[src/pkg/twb_map.svh]
`ifndef TWB_MAP_SVH
`define TWB_MAP_SVH

// Bit positions inside one byte on the wire
`define TWB_BIT_LAST 4'h7
`define TWB_BIT_ACK 4'h8
`define TWB_BIT_FIRST 4'h0
`define TWB_MSB 7
`define TWB_DIR_BIT 0

// Extension code patterns in the upper nibble of an address byte
`define TWB_EXT_LOW 4'h0
`define TWB_EXT_HIGH 4'hF

// Receive buffer depth and counter step
`define TWB_BUF_FULL 2'h2
`define TWB_CNT_STEP 9'h001
`define TWB_CNT_ZERO 8'h00

`endif

[src/pkg/twb_pkg.sv]
package twb_pkg;

  // Sequencer states, Gray coded along start, wait, bits, stop
  typedef enum logic [2:0] {
    TWB_IDLE = 3'h0,
    TWB_MSTART = 3'h1,
    TWB_MSTART2 = 3'h3,
    TWB_WAIT = 3'h2,
    TWB_BITS = 3'h6,
    TWB_STOP = 3'h7,
    TWB_STOP2 = 3'h5,
    TWB_RSTART = 3'h4
  } twb_state_type;

  // Control bits and command strobes from software
  typedef struct packed {
    logic interface_enable;
    logic start_request;
    logic stop_request;
    logic ack_enable;
    logic wait_timing_select;
    logic stop_interrupt_enable;
    logic wait_release;
    logic tx_write;
    logic [6:0] own_slave_address;
    logic [7:0] tx_data;
    logic [7:0] clock_low_width;
    logic [7:0] clock_high_width;
  } twb_ctrl_type;

  // Status bits toward software
  typedef struct packed {
    logic start_detected;
    logic stop_detected;
    logic ack_detected;
    logic transmit_mode_flag;
    logic master_active;
    logic wait_active;
    logic [7:0] bus_shift_register;
  } twb_status_type;

  // Complete state of the bus engine
  typedef struct packed {
    twb_state_type st;
    logic [1:0] scl_sync;
    logic [1:0] sda_sync;
    logic scl_prev;
    logic sda_prev;
    logic scl_drv;
    logic sda_drv;
    logic [7:0] cnt;
    logic [3:0] bit_cnt;
    logic addr_phase;
    logic master;
    logic xmit;
    logic at8;
    logic dir;
    logic bus_busy;
    logic start_pend;
    logic start_det;
    logic stop_det;
    logic ack_det;
    logic irq;
    logic [7:0] shift;
    logic [1:0][7:0] buf_data;
    logic buf_w;
    logic buf_r;
    logic [1:0] buf_cnt;
  } twb_regs_type;

endpackage

[src/twb_bus_iface.sv]
`timescale 1ns/1ps
`include "twb_map.svh"

// Function
// (RQ1) Clock and data pins are only pulled low, inputs sampled through synchronisers.
// (RQ2) Master holds clock low for low width, releases for high width count.
// (RQ3) Software picks master widths as fractions of bit period, rounding up.
// (RQ4) Software picks slave widths from fixed microsecond figures, truncating.
// (RQ5) Peripheral clock at least 3.5 MHz fast, 1 MHz standard.
// (RQ6) Master makes start, address byte, stop and drives the serial clock.
// (RQ7) Slave may stretch clock low; master high count waits for line high.
// (RQ8) Start is data falling while clock high; generated and detected.
// (RQ9) Start request emits start once bus free; any start sets start flag.
// (RQ10) Slave compares seven address bits, stays selected until start or stop.
// (RQ11) Foreign non-extension address raises no interrupt as slave.
// (RQ12) Written byte sends address in upper bits; received address kept in shift.
// (RQ13) Eighth address bit is direction: zero master writes, one master reads.
// (RQ14) Receiver pulls data low on ninth clock; transmitter samples it there.
// (RQ15) Acknowledge flag records whether the receiver acknowledged our byte.
// (RQ16) Master ends last read with no acknowledge, then stops or restarts.
// (RQ17) Data acknowledge only with ack enable; direction bit sets transmit flag.
// (RQ18) Receiver wanting no more bytes clears ack enable beforehand.
// (RQ19) Own address always acknowledged, foreign never, extension code if enabled.
// (RQ20) Eight clock wait: ack enable at release; nine clock wait: beforehand.
// (RQ21) Stop is data rising while clock high; stop request emits it.
// (RQ22) Stop sets stop flag; interrupt only with stop interrupt enable.
// (RQ23) With the interface disabled both pins are driven low.
// (RQ24) Lines are read as wired AND of all bus participants.
module twb_bus_iface (
  input wire logic mclk,
  input wire logic rst_n,
  input wire twb_pkg::twb_ctrl_type ctrl,
  output twb_pkg::twb_status_type status,
  output logic bus_interrupt,
  input wire logic serial_clock_pin_in,
  output logic serial_clock_pin_out,
  output logic serial_clock_pin_oe,
  input wire logic serial_data_pin_in,
  output logic serial_data_pin_out,
  output logic serial_data_pin_oe,
  output logic rx_valid,
  output logic [7:0] rx_data,
  input wire logic rx_ready
);
  import twb_pkg::*;

  twb_regs_type r;
  twb_regs_type next_r;
  logic sclh;
  logic sdah;
  logic rise;
  logic fall;
  logic start_ev;
  logic stop_ev;
  logic match;
  logic ext;
  logic push;
  logic pop;
  logic rel_ok;

  // Count reaches a programmed width (a width of zero acts as one)
  function automatic logic width_done(input logic [7:0] cnt, input logic [7:0] w);
    width_done = ({1'b0, cnt} + `TWB_CNT_STEP) >= {1'b0, w};
  endfunction

  ////////////////////////////////////////////////////////////////////////////
  // Line view and bus events

  // (RQ24) wired AND view
  assign sclh = r.scl_sync[1];
  assign sdah = r.sda_sync[1];
  assign rise = sclh && !r.scl_prev;
  assign fall = !sclh && r.scl_prev;
  // (RQ8) start event seen
  assign start_ev = sclh && r.scl_prev && r.sda_prev && !sdah;
  // (RQ21) stop event seen
  assign stop_ev = sclh && r.scl_prev && !r.sda_prev && sdah;
  // (RQ10) address compare
  assign match = r.shift[7:1] == ctrl.own_slave_address;
  assign ext = (r.shift[7:4] == `TWB_EXT_LOW) || (r.shift[7:4] == `TWB_EXT_HIGH);
  assign pop = rx_valid && rx_ready;
  assign rel_ok = r.xmit || (r.buf_cnt != `TWB_BUF_FULL);

  ////////////////////////////////////////////////////////////////////////////
  // Next state

  always_comb
  begin
    next_r = r;
    push = 1'b0;
    next_r.scl_sync = {r.scl_sync[0], serial_clock_pin_in};
    next_r.sda_sync = {r.sda_sync[0], serial_data_pin_in};
    next_r.scl_prev = sclh;
    next_r.sda_prev = sdah;
    next_r.irq = 1'b0;
    if (pop)
    begin
      next_r.buf_r = !r.buf_r;
    end
    // (RQ9) request held until bus free
    if (ctrl.start_request)
    begin
      next_r.start_pend = 1'b1;
    end
    if (start_ev)
    begin
      // (RQ9) start flag set
      next_r.start_det = 1'b1;
      next_r.stop_det = 1'b0;
      next_r.bus_busy = 1'b1;
      // (RQ10) slave begins address byte
      if (!r.master)
      begin
        next_r.st = TWB_IDLE;
        next_r.bit_cnt = `TWB_BIT_FIRST;
        next_r.addr_phase = 1'b1;
        next_r.xmit = 1'b0;
        next_r.at8 = 1'b0;
        next_r.scl_drv = 1'b0;
        next_r.sda_drv = 1'b0;
      end
    end
    else if (stop_ev)
    begin
      // (RQ22) stop flag and interrupt
      next_r.stop_det = 1'b1;
      next_r.start_det = 1'b0;
      next_r.bus_busy = 1'b0;
      next_r.irq = ctrl.stop_interrupt_enable;
      next_r.st = TWB_IDLE;
      next_r.master = 1'b0;
      next_r.xmit = 1'b0;
      next_r.scl_drv = 1'b0;
      next_r.sda_drv = 1'b0;
    end
    else
    begin
      case (r.st)
        TWB_IDLE:
        begin
          next_r.scl_drv = 1'b0;
          next_r.sda_drv = 1'b0;
          // (RQ10) first clock fall after a start opens the address byte
          if (fall && r.addr_phase && r.bus_busy && !r.master)
          begin
            next_r.st = TWB_BITS;
          end
          // (RQ9) start once bus free
          if (r.start_pend && !r.bus_busy)
          begin
            next_r.master = 1'b1;
            next_r.start_pend = 1'b0;
            next_r.st = TWB_MSTART;
            next_r.cnt = `TWB_CNT_ZERO;
          end
        end
        TWB_MSTART:
        begin
          // (RQ8) data falls while clock high
          if (sclh)
          begin
            next_r.cnt = r.cnt + 8'h01;
            if (width_done(r.cnt, ctrl.clock_high_width))
            begin
              next_r.sda_drv = 1'b1;
              next_r.st = TWB_MSTART2;
              next_r.cnt = `TWB_CNT_ZERO;
            end
          end
        end
        TWB_MSTART2:
        begin
          // (RQ6) hold start, then own the clock
          next_r.cnt = r.cnt + 8'h01;
          if (width_done(r.cnt, ctrl.clock_high_width))
          begin
            next_r.scl_drv = 1'b1;
            next_r.st = TWB_WAIT;
            next_r.addr_phase = 1'b1;
            next_r.xmit = 1'b1;
            next_r.at8 = 1'b0;
            next_r.bit_cnt = `TWB_BIT_FIRST;
            next_r.cnt = `TWB_CNT_ZERO;
          end
        end
        TWB_WAIT:
        begin
          next_r.scl_drv = 1'b1;
          // (RQ12) byte written leaves MSB first
          if (ctrl.tx_write && rel_ok)
          begin
            next_r.shift = ctrl.tx_data;
            next_r.sda_drv = r.xmit && !ctrl.tx_data[`TWB_MSB];
            next_r.st = TWB_BITS;
            next_r.scl_drv = r.master;
            next_r.cnt = `TWB_CNT_ZERO;
          end
          // (RQ21) stop request from wait
          else if (ctrl.stop_request && r.master)
          begin
            next_r.sda_drv = 1'b1;
            next_r.st = TWB_STOP;
            next_r.cnt = `TWB_CNT_ZERO;
          end
          // (RQ16) repeated start from wait
          else if (ctrl.start_request && r.master)
          begin
            next_r.sda_drv = 1'b0;
            next_r.start_pend = 1'b0;
            next_r.st = TWB_RSTART;
            next_r.cnt = `TWB_CNT_ZERO;
          end
          else if (ctrl.wait_release && rel_ok)
          begin
            // (RQ20) ack decided at release
            next_r.sda_drv = r.at8 && !r.xmit && ctrl.ack_enable;
            next_r.st = TWB_BITS;
            next_r.scl_drv = r.master;
            next_r.cnt = `TWB_CNT_ZERO;
          end
        end
        TWB_RSTART:
        begin
          next_r.cnt = r.cnt + 8'h01;
          if (width_done(r.cnt, ctrl.clock_low_width))
          begin
            next_r.scl_drv = 1'b0;
            next_r.st = TWB_MSTART;
            next_r.cnt = `TWB_CNT_ZERO;
          end
        end
        TWB_STOP:
        begin
          next_r.cnt = r.cnt + 8'h01;
          if (width_done(r.cnt, ctrl.clock_low_width))
          begin
            next_r.scl_drv = 1'b0;
            next_r.st = TWB_STOP2;
            next_r.cnt = `TWB_CNT_ZERO;
          end
        end
        TWB_STOP2:
        begin
          // (RQ21) data rises while clock high
          if (sclh)
          begin
            next_r.cnt = r.cnt + 8'h01;
            if (width_done(r.cnt, ctrl.clock_high_width))
            begin
              next_r.sda_drv = 1'b0;
            end
          end
        end
        TWB_BITS:
        begin
          // (RQ2) low and high widths
          if (r.master)
          begin
            if (r.scl_drv)
            begin
              next_r.cnt = r.cnt + 8'h01;
              if (width_done(r.cnt, ctrl.clock_low_width))
              begin
                next_r.scl_drv = 1'b0;
                next_r.cnt = `TWB_CNT_ZERO;
              end
            end
            // (RQ7) high count waits for line
            else if (sclh)
            begin
              next_r.cnt = r.cnt + 8'h01;
              if (width_done(r.cnt, ctrl.clock_high_width))
              begin
                next_r.scl_drv = 1'b1;
                next_r.cnt = `TWB_CNT_ZERO;
              end
            end
          end
          if (rise)
          begin
            // (RQ15) transmitter samples ninth clock
            if (r.bit_cnt == `TWB_BIT_ACK)
            begin
              if (r.xmit)
              begin
                next_r.ack_det = !sdah;
              end
            end
            else
            begin
              next_r.shift = {r.shift[6:0], sdah};
            end
          end
          if (fall)
          begin
            if (r.bit_cnt < `TWB_BIT_LAST)
            begin
              next_r.bit_cnt = r.bit_cnt + 4'h1;
              next_r.sda_drv = r.xmit && !r.shift[`TWB_MSB];
            end
            else if (r.bit_cnt == `TWB_BIT_LAST)
            begin
              // (RQ14) transmitter frees data for ack
              next_r.bit_cnt = `TWB_BIT_ACK;
              next_r.sda_drv = 1'b0;
              // (RQ13) direction bit kept
              next_r.dir = r.shift[`TWB_DIR_BIT];
              if (r.addr_phase && !r.master)
              begin
                // (RQ19) own always, extension if enabled
                if (match || ext)
                begin
                  next_r.sda_drv = match || ctrl.ack_enable;
                end
                // (RQ11) foreign address, quiet
                else
                begin
                  next_r.st = TWB_IDLE;
                  next_r.addr_phase = 1'b0;
                end
              end
              else if (!r.addr_phase && !r.xmit)
              begin
                push = 1'b1;
                next_r.buf_data[r.buf_w] = r.shift;
                next_r.buf_w = !r.buf_w;
                // (RQ20) eight clock wait
                if (!ctrl.wait_timing_select)
                begin
                  next_r.at8 = 1'b1;
                  next_r.st = TWB_WAIT;
                  next_r.scl_drv = 1'b1;
                  next_r.irq = 1'b1;
                end
                // (RQ17) data ack from enable
                else
                begin
                  next_r.sda_drv = ctrl.ack_enable;
                end
              end
            end
            else
            begin
              next_r.bit_cnt = `TWB_BIT_FIRST;
              next_r.sda_drv = 1'b0;
              // (RQ17) transmit flag from direction
              if (r.addr_phase)
              begin
                next_r.addr_phase = 1'b0;
                next_r.xmit = r.master ? !r.dir : r.dir;
              end
              if (r.at8)
              begin
                next_r.at8 = 1'b0;
              end
              else
              begin
                next_r.st = TWB_WAIT;
                next_r.scl_drv = 1'b1;
                next_r.irq = 1'b1;
              end
            end
          end
        end
        default:
        begin
          next_r.st = TWB_IDLE;
        end
      endcase
    end
    next_r.buf_cnt = r.buf_cnt + {1'b0, push} - {1'b0, pop};
    // (RQ23) disabled pins held low
    if (!ctrl.interface_enable)
    begin
      next_r = '0;
      next_r.scl_drv = 1'b1;
      next_r.sda_drv = 1'b1;
    end
  end

  ////////////////////////////////////////////////////////////////////////////
  // State register

  always_ff @(posedge mclk)
  begin
    if (!rst_n)
    begin
      r <= '0;
    end
    else
    begin
      r <= next_r;
    end
  end

  ////////////////////////////////////////////////////////////////////////////
  // Outputs

  // (RQ1) open drain, low only
  assign serial_clock_pin_out = 1'b0;
  assign serial_data_pin_out = 1'b0;
  assign serial_clock_pin_oe = r.scl_drv;
  assign serial_data_pin_oe = r.sda_drv;
  assign bus_interrupt = r.irq;
  // Receive buffer head
  assign rx_valid = r.buf_cnt != 2'h0;
  assign rx_data = r.buf_data[r.buf_r];
  // Status from state flops
  assign status.start_detected = r.start_det;
  assign status.stop_detected = r.stop_det;
  assign status.ack_detected = r.ack_det;
  assign status.transmit_mode_flag = r.xmit;
  assign status.master_active = r.master;
  assign status.wait_active = r.st == TWB_WAIT;
  assign status.bus_shift_register = r.shift;

endmodule

[config.mk]
export PLATFORM = sky130hd
export DESIGN_NAME = twb_bus_iface
export DESIGN_NICKNAME = d
export VERILOG_FILES = /design/src/pkg/twb_pkg.sv /design/src/twb_bus_iface.sv
export VERILOG_INCLUDE_DIRS = /design/src /design/src/pkg
export SDC_FILE = /design/constraint.sdc
export NUM_CORES = 1
export LEC_CHECK = 0
export ABC_CLOCK_PERIOD_IN_PS = 5850
export BUFFER_PORTS_ARGS = -buffer_cell sky130_fd_sc_hd__buf_2
export CAP_MARGIN = 25
export CORE_MARGIN = 10
export CORE_UTILIZATION = 40
export CTS_CLUSTER_DIAMETER = 100
export DETAILED_ROUTE_END_ITERATION = 10
export PLACE_DENSITY_LB_ADDON = 0.25
export SLEW_MARGIN = 20
export SYNTH_ARGS = -nofsm -noshare
export SYNTH_HDL_FRONTEND = slang
export SYNTH_SLANG_ARGS = --single-unit
[constraint.sdc]
create_clock -name mclk -period 5.85 [get_ports mclk]
set_input_delay 0.585 -clock mclk [delete_from_list [all_inputs] [get_ports mclk]]
set_output_delay 0.585 -clock mclk [all_outputs]
set_load 0.05 [all_outputs]
; ---- Word level (Yosys, flattened, before mapping)
; Index checks and enable logic that the tools add are counted.
[classes]
n_addsub = 5
magnitude_cmp = 6
n_eq_ne = 57
mux = 150
n_bitwise = 6
n_reduce_logical = 66
[ops]
columns = cell, n
row1 = $mux 8, 13
row2 = $mux 17, 6
row3 = $mux 3, 24
row4 = $mux 1, 67
row5 = $ne 4x4->1 const B, 14
row6 = $pmux 8 s7, 1
row7 = $mux 53, 1
row8 = $mux 9, 5
row9 = $ne 5x5->1 const B, 8
row10 = $reduce_and 8->1, 4
row11 = $mux 27, 1
row12 = $mux 13, 2
row13 = $mux 2, 13
row14 = $mux 25, 1
row15 = $logic_and 1x1->1, 23
row16 = $pmux 3 s7, 1
row17 = $mux 10, 2
row18 = $mux 5, 4
row19 = $ge 9x8->1, 2
row20 = $ne 2x2->1 const B, 9
row21 = $ne 6x6->1 const B, 3
row22 = $reduce_and 6->1, 3
row23 = $bwmux 16, 1
row24 = $ne 8x2->1 const B, 2
row25 = 45 further kinds, 80
[word_totals]
ff_bits = 62
inputBits = 44
out_inout_bits = 28

; ---- Longest topological paths before layout
; Gate-level depths: netlist of run 1.
[depth]
depth_word = 19
ltp_mapped = 13
ltp_nobuf = 12

; ---- Least setup slack after synthesis of run 1
; No wires, ideal clock.
[synth_path]
path_kind = register to register
startpoint = register r[43] (netlist bit)
endpoint = register r[43] (netlist bit)
arrival_time_ns = 2.751
required_time_ns = 5.783
setup_slack_ns = 3.032
path_stages_with_launch = 13
path_buffers = 0
synth_period_minus_slack_ns = 2.818
path_cell_list = dfxtp_1 > ha_1 > nand3_1 > nor2_1 > xor2_1 > ha_1 > nand3_1 > nor2_1 > a2111oi_2 > nor2_1 > or3_4 > or2_1 > o21ai_2
[synth_via]
elab_chain_len = 7
word_cells_on_any_way = 14
classes_between = add/sub: 2 / order compare: 2 / mux: 10
[synth_lines]
columns = element, line_no
row1 = from (decl), twb_bus_iface.sv:47  ; twb_regs_type r;
row2 = from (signal assigned), twb_bus_iface.sv:392  ; r <= next_r;
row3 = $add 8x1->9 (no source line), n/a
row4 = $ge 9x8->1, twb_bus_iface.sv:63  ; width_done = ({1'b0, cnt} + `TWB_CNT_STEP) >= {1'b0, w};
row5 = $mux 8, twb_bus_iface.sv:272  ; if (width_done(r.cnt, ctrl.clock_high_width))
row6 = $mux 8, twb_bus_iface.sv:269  ; else if (sclh)
row7 = $mux 8, twb_bus_iface.sv:259  ; if (r.scl_drv)
row8 = $mux 8, twb_bus_iface.sv:257  ; if (r.master)
row9 = $pmux 8 s7 *, twb_bus_iface.sv:138  ; case (r.st)
; Mark *: on every way between the ends. The rest lies on a longest branch, timed or not. The select of a mux whose other input is x is not followed.
; A chain may end at the register's enable or synchronous reset.

; ---- Worst setup path after layout of run 1
; Ends and elaborated chain as after synthesis.

==> results of run 1 <==
[worst register-to-register path, delay by kind of cell (launching register included)]
family | cells | cell delay, ns
AO/OA/AOI/OAI | 2 | 0.73
XOR/XNOR | 1 | 0.30
adder cells (fa/ha/maj) | 2 | 0.57
flip-flops | 1 | 0.44
AND/OR/NAND/NOR | 7 | 1.13
[worst min path at each step]
stage          cells after the start                 from  slack, ns    end
6_report                           1                r[57]       0.47  r[58]
5_1_grt                            2  serial_clock_pin_in       0.49  r[57]
4_1_cts                            2   serial_data_pin_in       0.47  r[55]
3_5_place_dp                       1                r[55]       0.45  r[56]
3_3_place_gp                       1                r[55]       0.45  r[56]
2_1_floorplan                      1                r[55]       0.44  r[56]
[synth_stat cells (10+ instances only)]
| cell | count | area (um^2) |
|---|---|---|
| dfxtp_1 | 61 | 1221 |
| nor2_1 | 56 | 210.2 |
| nand2_1 | 55 | 206.5 |
| inv_1 | 25 | 93.84 |
| nand3_1 | 22 | 110.1 |
| ha_1 | 21 | 262.8 |
| a21oi_1 | 20 | 100.1 |
| buf_4 | 18 | 135.1 |
| mux2i_1 | 18 | 180.2 |
| o21ai_0 | 15 | 75.07 |
| a311oi_1 | 10 | 87.58 |
| buf_2 | 10 | 50.05 |
[report_power, final]
part / switching, uW / internal, uW / total, uW
combinational: 67.9 / 43.9 / 112
clock: 185 / 198 / 382
sequential: 14.7 / 420 / 435
total: 267 / 662 / 929
[metal layers]
metal | part of all wire, % | up-vias | track usage [%]
met3 | 8.8 | 28 | 4.374
met1 | 43 | 1766 | 19.16
met4 | 2.2 | 0 | 6.334
met5 | 0 | - | 0
li1 | - | 1866 | -
met2 | 46 | 168 | 24.46
[final cells by class]
cell class              count  share of cell area, %
multi-input cells         374                  55.42
inverters                  25                  2.058
flip-flops and latches     61                  26.78
clock inverters             7                  1.646
well taps                 133                  3.649
repair buffers             70                  7.737
clock buffers               9                  2.716
[through the flow]
step / worst slack, ns / area, um^2 / std cells
4_1_cts: 2.577 / 4561 / 679
5_1_grt: 2.176 / 4561 / 679
3_5_place_dp: 2.611 / 4362 / 663
3_3_place_gp: 2.672 / 4362 / 663
6_report: 2.603 / 4561 / 679
2_1_floorplan: 3.032 / 4103 / 502
[cell families after synthesis]
kind of cell    count (synthesis)  share of synthesized area [%]
other cells                     1                        0.09149
mux                            26                          6.593
simple gates                  207                          26.77
compound gates                101                          18.07
buf+inv                        67                          8.639
flops                          61                          29.79
fa+ha+maj                      21                          6.410
xor+xnor                       17                          3.633
==> impl_results.md, run 1 <==
* Outcome: finished, final reports clean
* Least-Margin Pin Slew at between 1 and 1.5 ns
* Setup Skew at between 0.01 and 0.015 ns
* Share of layout cells above drive strength 1 at a little over a fifth
* Routed vias/inst at about 5.6
* Largest net degree at the start of global routing at 41
* Area grow syn2layout at 11.26%
* R2R Path End: r[43]
* GRT overflow at 0
* Worst VDD drop at ~0.082 mV
* Hold Path Class: reg2reg
* Root Driver: clkbuf_8
* Worst-path maximum fanout at 6
* Top Ports at a little over 70
* Port Buffers at 69
* Ys async rst share at 0%
* Die Wd at between 100 and 150 um
* # resized after CTS at 0
* CP arrival at 3.54 ns
* Setup slack, reg-to-reg at roughly 2.6 ns
* WL/cell at around 17 um
* Vias at roughly 3,800
* Crit path capture: r[43]
* Synth Instances at roughly 500
* Die area at approximately 0.015 mm^2
* Max-slew violations at 0
* Lkg Pwr at 0.002026 uW
* Achievable clock frequency at 0.3080 GHz
* Cell mode on critical path: nor2_1
* CP Buf/Inv Count at 0
* Num rows at 36
* Ant diodes at 0
* Type of the worst setup path: reg2reg
* CP Launch Type: flop
* Antenna-violating nets left at 0
* Yosys reg bits at 61
* Final Hold Fails at 0
* Syn Std Cell Area at about 0.0041 mm^2
* Fin nets at about 600
* Worst-skew pair later-pin latency at roughly 0.35 ns
* Starting density of the core at 41.55%
* Post-synth EDFFs at 0
* Fin crit period at around 3.2 ns
* CP Capture Type: flop
* DR pass1 iterations at 6
* Die Y-Extent at 121.2 um
* Fin crit share at a little under three fifths
* DRT Wirelength at approximately 11 mm
* CTS tree: built
* Post-DP HPWL at roughly 8.6 mm
* Fill count at around 1,000
* Slew HR at approximately 32%
* Initial DRC Count at 285
* Commonest non-fill, non-tap cell in the layout: buf_2
* Stages on worst setup path at 12
* CP top delay family: simple AND/OR/NAND/NOR gates
* Avg Cell Area, Syn at around 8.2 um^2
* GRT Resource Usage Total at 15.41%
* Total Power at between 900 and 1000 uW
* Critical Path Start: r[43]
* Sequential share of the synthesized area at about 30%
* Max incr delay on CP at between 0.6 and 0.7 ns
* # hold bufs at CTS at 0
* RSZ-0062 raised after global routing: no
* Main synth FF type: dfxtp_1
* Post-CTS setup buffers at 0
* Max Root-Sink Buffers at 2
* Initial antenna violation count at 0
* Final Wtd Congestion at 0.9669
* Most frequent cells in the layout: buf_2 (69), dfxtp_1 (61), nor2_1 (56)
* Std-Cell Core Area at roughly 0.0099 mm^2
* Num Clock Sinks at between 60 and 70
* H-tree levels at 3
* Setup_tns at 0 ns
* Fin util at between 40 and 50%
* Crit-path slowest cell: a2111oi_2
* Setup violators final at 0
* CP cell instances: ha_1 > nand3_1 > nor2_1 > xor2_1 > ha_1 > nand3_1 > nor2_1 > a2111oi_2 > nor2_1 > or3_4 > or2_1 > o21ai_2
* Area of the multi-input gates at 0.002527 mm^2
* Worst EP required at a little over 6 ns
* Hold_ws at ~0.47 ns
* Synthesis Warnings at 0
* RR Startpoint: r[43]
* R2r worst-path depth at 12
* Max_cap viols at 0
* Clock transition at the registers of the reported paths at 0.07 ns
* Vias in the first global route at approximately 3,800
* First-pass GRT wire length at about 19 mm
* Synth unique cells at 73
* Area taken by flip-flops and latches at 0.001221 mm^2
* Num CTS Buffers at 9
* Pwr dens at approximately 200 mW/mm^2
* DRC errors left at 0
(Power assumes the default switching activity.)
==> inputs of run 2 (changes only) <==
Settings changed: ABC_CLOCK_PERIOD_IN_PS 5850 to 2700.
Clock period 5.85 ns to 2.7 ns, I/O delays scaled along.
==> run 2 against run 1 <==
  * The run now ends with negative setup slack left
  * Clock power rose by 120%
  * Global-route usage rose by 0.63 points
  * Worst setup slack got worse by 2.6 ns
  * Register-to-register slack got worse by 2.6 ns
  * Sequential share of layout area fell by 2.9 points
  * Utilization rose by 6.2 points
  * Critical path type unchanged
  * Critical endpoint is now r[44]
  * Largest cell class unchanged
==> impl_results.md, run 2 (synthesis results as in run 1) <==
* Outcome: finished with violations
* Failing checks: negative setup slack
* CTS tree: built
* Max_cap viols at 0
* Worst-path maximum fanout at 6
* DR pass1 iterations at 5
* Area grow syn2layout at 26.07%
* DRC errors left at 0
* Initial DRC Count at between 200 and 300
* Commonest non-fill, non-tap cell in the layout: buf_2
* First-pass GRT wire length at slightly below 20 mm
* CP top delay family: simple AND/OR/NAND/NOR gates
* Fin nets at 642
* GRT Resource Usage Total at ~16%
* Most frequent cells in the layout: buf_2 (69), dfxtp_1 (56), nand2_1 (53), nor2_1 (53), buf_4 (37)
* CP arrival at ~3 ns
* Starting density of the core at 41.55%
* Pwr dens at 396.2 mW/mm^2
* Ant diodes at 0
* Final setup margin at -0.01806 ns
* Antenna-violating nets left at 0
* Least-Margin Pin Slew at approximately 0.72 ns
* Achievable clock frequency at 0.3679 GHz
* Setup Skew at slightly above 0.009 ns
* Std-Cell Core Area at 0.009864 mm^2
* Fin crit share at 100.7%
* Fin crit period at around 2.7 ns
* Area of placed instances at 0.004629 mm^2
* Port Buffers at between 60 and 70
* WL/cell at 16.95 um
* Clock transition at the registers of the reported paths at 0.07 ns
* CP cell instances: nand3_4 > nor2_4 > nand3_4 > xnor2_4 > ha_4 > nand3_1 > nor2_2 > a2111oi_4 > nor2_1 > or3_4 > nor2_4 > a22o_1
* R2r worst-path depth at 12
* R2R Path End: r[44]
* Initial antenna violation count at 0
* Slew HR at 51.96%
* CP Capture Type: flop
* Root Driver: clkbuf_8
* H-tree levels at 3
* Top Ports at 72
* Max Root-Sink Buffers at 2
* CP Launch Type: flop
* Worst EP required at roughly 3.0 ns
* DRT Wirelength at ~12 mm
* Setup slack, reg-to-reg at -0.02 ns
* GRT overflow at 0
* Hold Crit Depth at 2
* # hold bufs at CTS at 0
* Die Wd at 121.2 um
* Lkg Pwr at ~0.0023 uW
* Vias in the first global route at 3,831
* Num Clock Sinks at 61
* Crit-path slowest cell: a2111oi_4
* Routed vias/inst at approximately 5.5
* Max-slew violations at 0
* Share of layout cells above drive strength 1 at about a third
* Die area at between 0.01 and 0.015 mm^2
* Final Hold Fails at 0
* Hold Path Class: in2reg
* Setup violators final at 2
* Max incr delay on CP at roughly 0.40 ns
* Die Y-Extent at 121.2 um
* Final Wtd Congestion at between 0.9 and 1
* Vias at approximately 3,900
* Type of the worst setup path: reg2reg
* Final instance area at slightly above 0.005 mm^2
* Post-DP HPWL at 8.962 mm
* Hold path endpoint: r[57]
* Num rows at 36
* Fill count at slightly above 900
* RSZ-0062 raised after global routing: yes
* CP Buf/Inv Count at 0
* Largest net degree at the start of global routing at between 40 and 50
* Pre-CTS WS at -0.2099 ns
* RR Startpoint: r[44]
* Hold Crit Start: serial_clock_pin_in
* Worst-skew pair later-pin latency at 0.35 ns
* Num CTS Buffers at 9
* Worst VDD drop at roughly 0.23 mV
## run 2: changes by cell type in the layout (fill, tap and decap cells not counted), moves of 4 or more
cell,before,now
a21oi_1,20,14
ha_4,0,6
dfxtp_1,61,56
nand3_2,0,4
ha_1,21,15
buf_4,1,37
a21oi_2,1,7
nand3_1,22,15
## run 2: what timing repair did
action                     in CTS  in global routing
setup endpoints to repair      20                 19
resized for setup              16                 35
buffers inserted                4                  2
pin swaps                      11                 25
## run 2: worst max path at each step
stage	slack [ns]	depth (start not counted)	to	start
5_1_grt	-0.14	13	r[44]	r[43]
3_3_place_gp	-0.12	12	r[42]	r[43]
2_1_floorplan	0.02	12	r[35]	r[43]
3_5_place_dp	-0.21	12	r[42]	r[43]
6_report	-0.02	12	r[44]	r[44]
4_1_cts	0.003	12	r[43]	r[43]
## run 2: report_power, final
group	total (uW)	internal (uW)	switching, uW
combinational	287	119	168
clock	828	430	398
sequential	931	908	23.5
total	2050	1460	590
## run 2: per-layer routing
| metal | vias to the layer above | share of wire, % | track usage [%] | wire length (um) |
|---|---|---|---|---|
| li1 | 1932 | - | - | - |
| met1 | 1853 | 46 | 21.77 | 5520 |
| met2 | 103 | 47 | 24.80 | 5671 |
| met3 | 16 | 6.0 | 3.211 | 727 |
| met4 | 0 | 1.7 | 5.216 | 200 |
| met5 | - | 0 | 0 | 0 |
## run 2: through the flow
step,total power (uW),TNS [ns],hold slack [ns],utilization (%),std cells
finish,2047,-0.02599,0.1616,52.38,715
global route,2131,-1.375,0.1491,52.38,715
CTS,2045,0,0.1448,49.97,713
detailed placement,1219,-2.790,0.4600,46.93,693
global placement,1215,-1.399,0.4523,46.93,693
floorplan,1130,0,0.3691,-,502
## run 2: area by class of cell
cell class / instances / area, um^2 / share of cell area, %
clock buffer: 9 / 123.9 / 2.397
clock inverter: 7 / 75.07 / 1.453
inverter: 25 / 93.84 / 1.816
multi-input combinational: 374 / 2853 / 55.21
sequential: 61 / 1232 / 23.85
tap: 133 / 166.4 / 3.220
timing repair buffer: 106 / 623.1 / 12.06
## run 2: worst reg2reg max path: stages (launching register included)
cell and delay [ns]:
dfxtp_4 0.38, nand3_4 0.10, nor2_4 0.16, nand3_4 0.12
xnor2_4 0.26, ha_4 0.25, nand3_1 0.12, nor2_2 0.06
a2111oi_4 0.40, nor2_1 0.08, or3_4 0.36, nor2_4 0.20
a22o_1 0.17
==> inputs of run 3 (changes only) <==
Settings changed: ABC_CLOCK_PERIOD_IN_PS 2700 to 3400, SETUP_SLACK_MARGIN set to 0.4.
Clock period 2.7 ns to 3.4 ns, I/O delays scaled along.
==> run 3 against run 2 <==
  * Utilization shrank 4.1 points
  * Sequential share of layout area grew 1.9 points
  * Global-route usage down 0.37 points
  * Worst setup slack better by 0.46 ns
  * Final area down 7.9%
  * Power shrank 21%
  * Worst hold slack better by 0.065 ns
  * Highest routed layer unchanged
  * The run now ends clean
  * Die area is the same
  * Cell count fell by 3.9%
==> impl_results.md, run 3 (synthesis results as in run 1) <==
* Std-Cell Core Area at between 0.009 and 0.01 mm^2
* Top Ports at 72
* Ant diodes at 0
* Setup slack, reg-to-reg at between 0.4 and 0.5 ns
* Pre-CTS WS at approximately 0.13 ns
* CTS tree: built
* GRT overflow at 0
* Port Buffers at 69
* Worst-path maximum fanout at 5
* Root Driver: clkbuf_8
* Area grow syn2layout at 16.12%
* RSZ-0062 raised after global routing: yes
* Slew HR at 33.27%
* Crit-path slowest cell: dfxtp_4
* Max incr delay on CP at 0.37 ns
* Final setup margin at about 0.44 ns
* Initial antenna violation count at 0
* Hold Path Class: in2reg
* Die area at approximately 0.015 mm^2
* DR pass1 iterations at 5
* Fin nets at roughly 600
* CP Launch Type: flop
* Hold_ws at around 0.23 ns
* H-tree levels at 3
* Antenna-violating nets left at 0
* Final Hold Fails at 0
* Type of the worst setup path: reg2reg
* DRT Wirelength at approximately 12 mm
* Outcome: finished, final reports clean
* Fin crit share at 86.96%
* CP Buf/Inv Count at 2
* CP cell instances: buf_4 > nand3_2 > nor2_4 > xor2_1 > ha_1 > nand3_1 > o211ai_1 > a2111oi_4 > buf_4 > nor2_1 > or3_4 > or2_1 > o21ai_2
* WL/cell at 17.44 um
* Routed vias/inst at 5.590
* CP Capture Type: flop
* Num rows at 36
* Die Wd at ~120 um
* Fin crit period at between 2 and 3 ns
* Setup Skew at ~0.011 ns
* Max Root-Sink Buffers at 2
* Setup_tns at 0 ns
* Initial DRC Count at roughly 300
* Worst EP required at about 3.7 ns
* Num Clock Sinks at a little over 60
* Worst VDD drop at around 0.15 mV
* CP top delay family: simple AND/OR/NAND/NOR gates
* Lkg Pwr at around 0.0021 uW
* Clock transition at the registers of the reported paths at approximately 0.08 ns
* # hold bufs at CTS at 0
* Post-DP HPWL at about 8.8 mm
* Pwr dens at about 340 mW/mm^2
* Final Wtd Congestion at ~0.94
* Num CTS Buffers at 9
* Fill count at 964
* First-pass GRT wire length at ~19 mm
* Max-slew violations at 0
* Vias at roughly 3,800
* CP arrival at 3.25 ns
* DRC errors left at 0
* Setup violators final at 0
* Most frequent cells in the layout: buf_2 (69), dfxtp_1 (59), nand2_1 (55)
* Least-Margin Pin Slew at about 1 ns
* Max_cap viols at 0
* Vias in the first global route at 3,672
* Largest net degree at the start of global routing at 41
* Share of layout cells above drive strength 1 at about a quarter
* Commonest non-fill, non-tap cell in the layout: buf_2
* Cell mode on critical path: buf_4
* GRT Resource Usage Total at between 10% and 20%
* Starting density of the core at just over 40%
* Worst-skew pair later-pin latency at approximately 0.36 ns
* Achievable clock frequency at 0.3382 GHz
* Die Y-Extent at 121.2 um
run 3: changes by cell type in the layout (fill, tap and decap cells not counted), sizes merged:
cell      change
inv           +1
buf          -28
clkinvlp      +1
clkinv        -2
run 3: cell type report:
type	instances	area, um^2	share of cell area [%]
Tap cell	133	166.4	3.496
Sequential cell	61	1226	25.76
Timing Repair Buffer	78	412.9	8.675
Clock buffer	9	123.9	2.603
Inverter	25	93.84	1.972
Clock inverter	7	73.82	1.551
Multi-Input combinational cell	374	2663	55.94
run 3: routing by layer:
| layer | vias to the layer above | track usage (%) | share of wire [%] |
|---|---|---|---|
| met5 | - | 0 | 0 |
| met1 | 1796 | 20.05 | 45 |
| met4 | 0 | 5.142 | 1.4 |
| met3 | 13 | 3.816 | 7.4 |
| li1 | 1879 | - | - |
| met2 | 152 | 25.20 | 46 |
run 3: what timing repair did:
item,4_1_cts,5_1_grt
pin swaps,8,9
setup buffers,2,1
gates resized for setup,10,14
hold endpoints to repair,0,0
gates cloned,0,0
endpoints found under the setup margin,19,20
run 3: worst paths after layout:
path,from,to,depth (start not counted)
worst max-delay path,r[43],r[43],13
worst min-delay path,serial_data_pin_in,r[55],2
worst min register to register,r[55],r[56],1
worst max register to register,r[43],r[43],13
run 3: report_power, final:
part	switching [uW]	internal (uW)
clock network	321	342
registers	21.3	722
logic	126	81.8
run 3: metrics by stage:
stage	total power (uW)	std cells	area (um^2)	util [%]
5_1_grt	1668	687	4760	48.25
4_1_cts	1614	686	4658	47.22
3_5_place_dp	957.1	668	4399	44.60
2_1_floorplan	897.3	502	4103	-
6_report	1614	687	4760	48.25
3_3_place_gp	954.9	668	4399	44.60
run 3: worst register-to-register path: cells and delay by family, from the launching register on:
| family | cells | cell delay, ns |
|---|---|---|
| buffers and inverters | 2 | 0.33 |
| adder cells (fa/ha/maj) | 1 | 0.32 |
| flip-flops | 1 | 0.37 |
| AO/OA/AOI/OAI | 3 | 0.53 |
| XOR/XNOR | 1 | 0.33 |
| AND/OR/NAND/NOR | 6 | 1.01 |
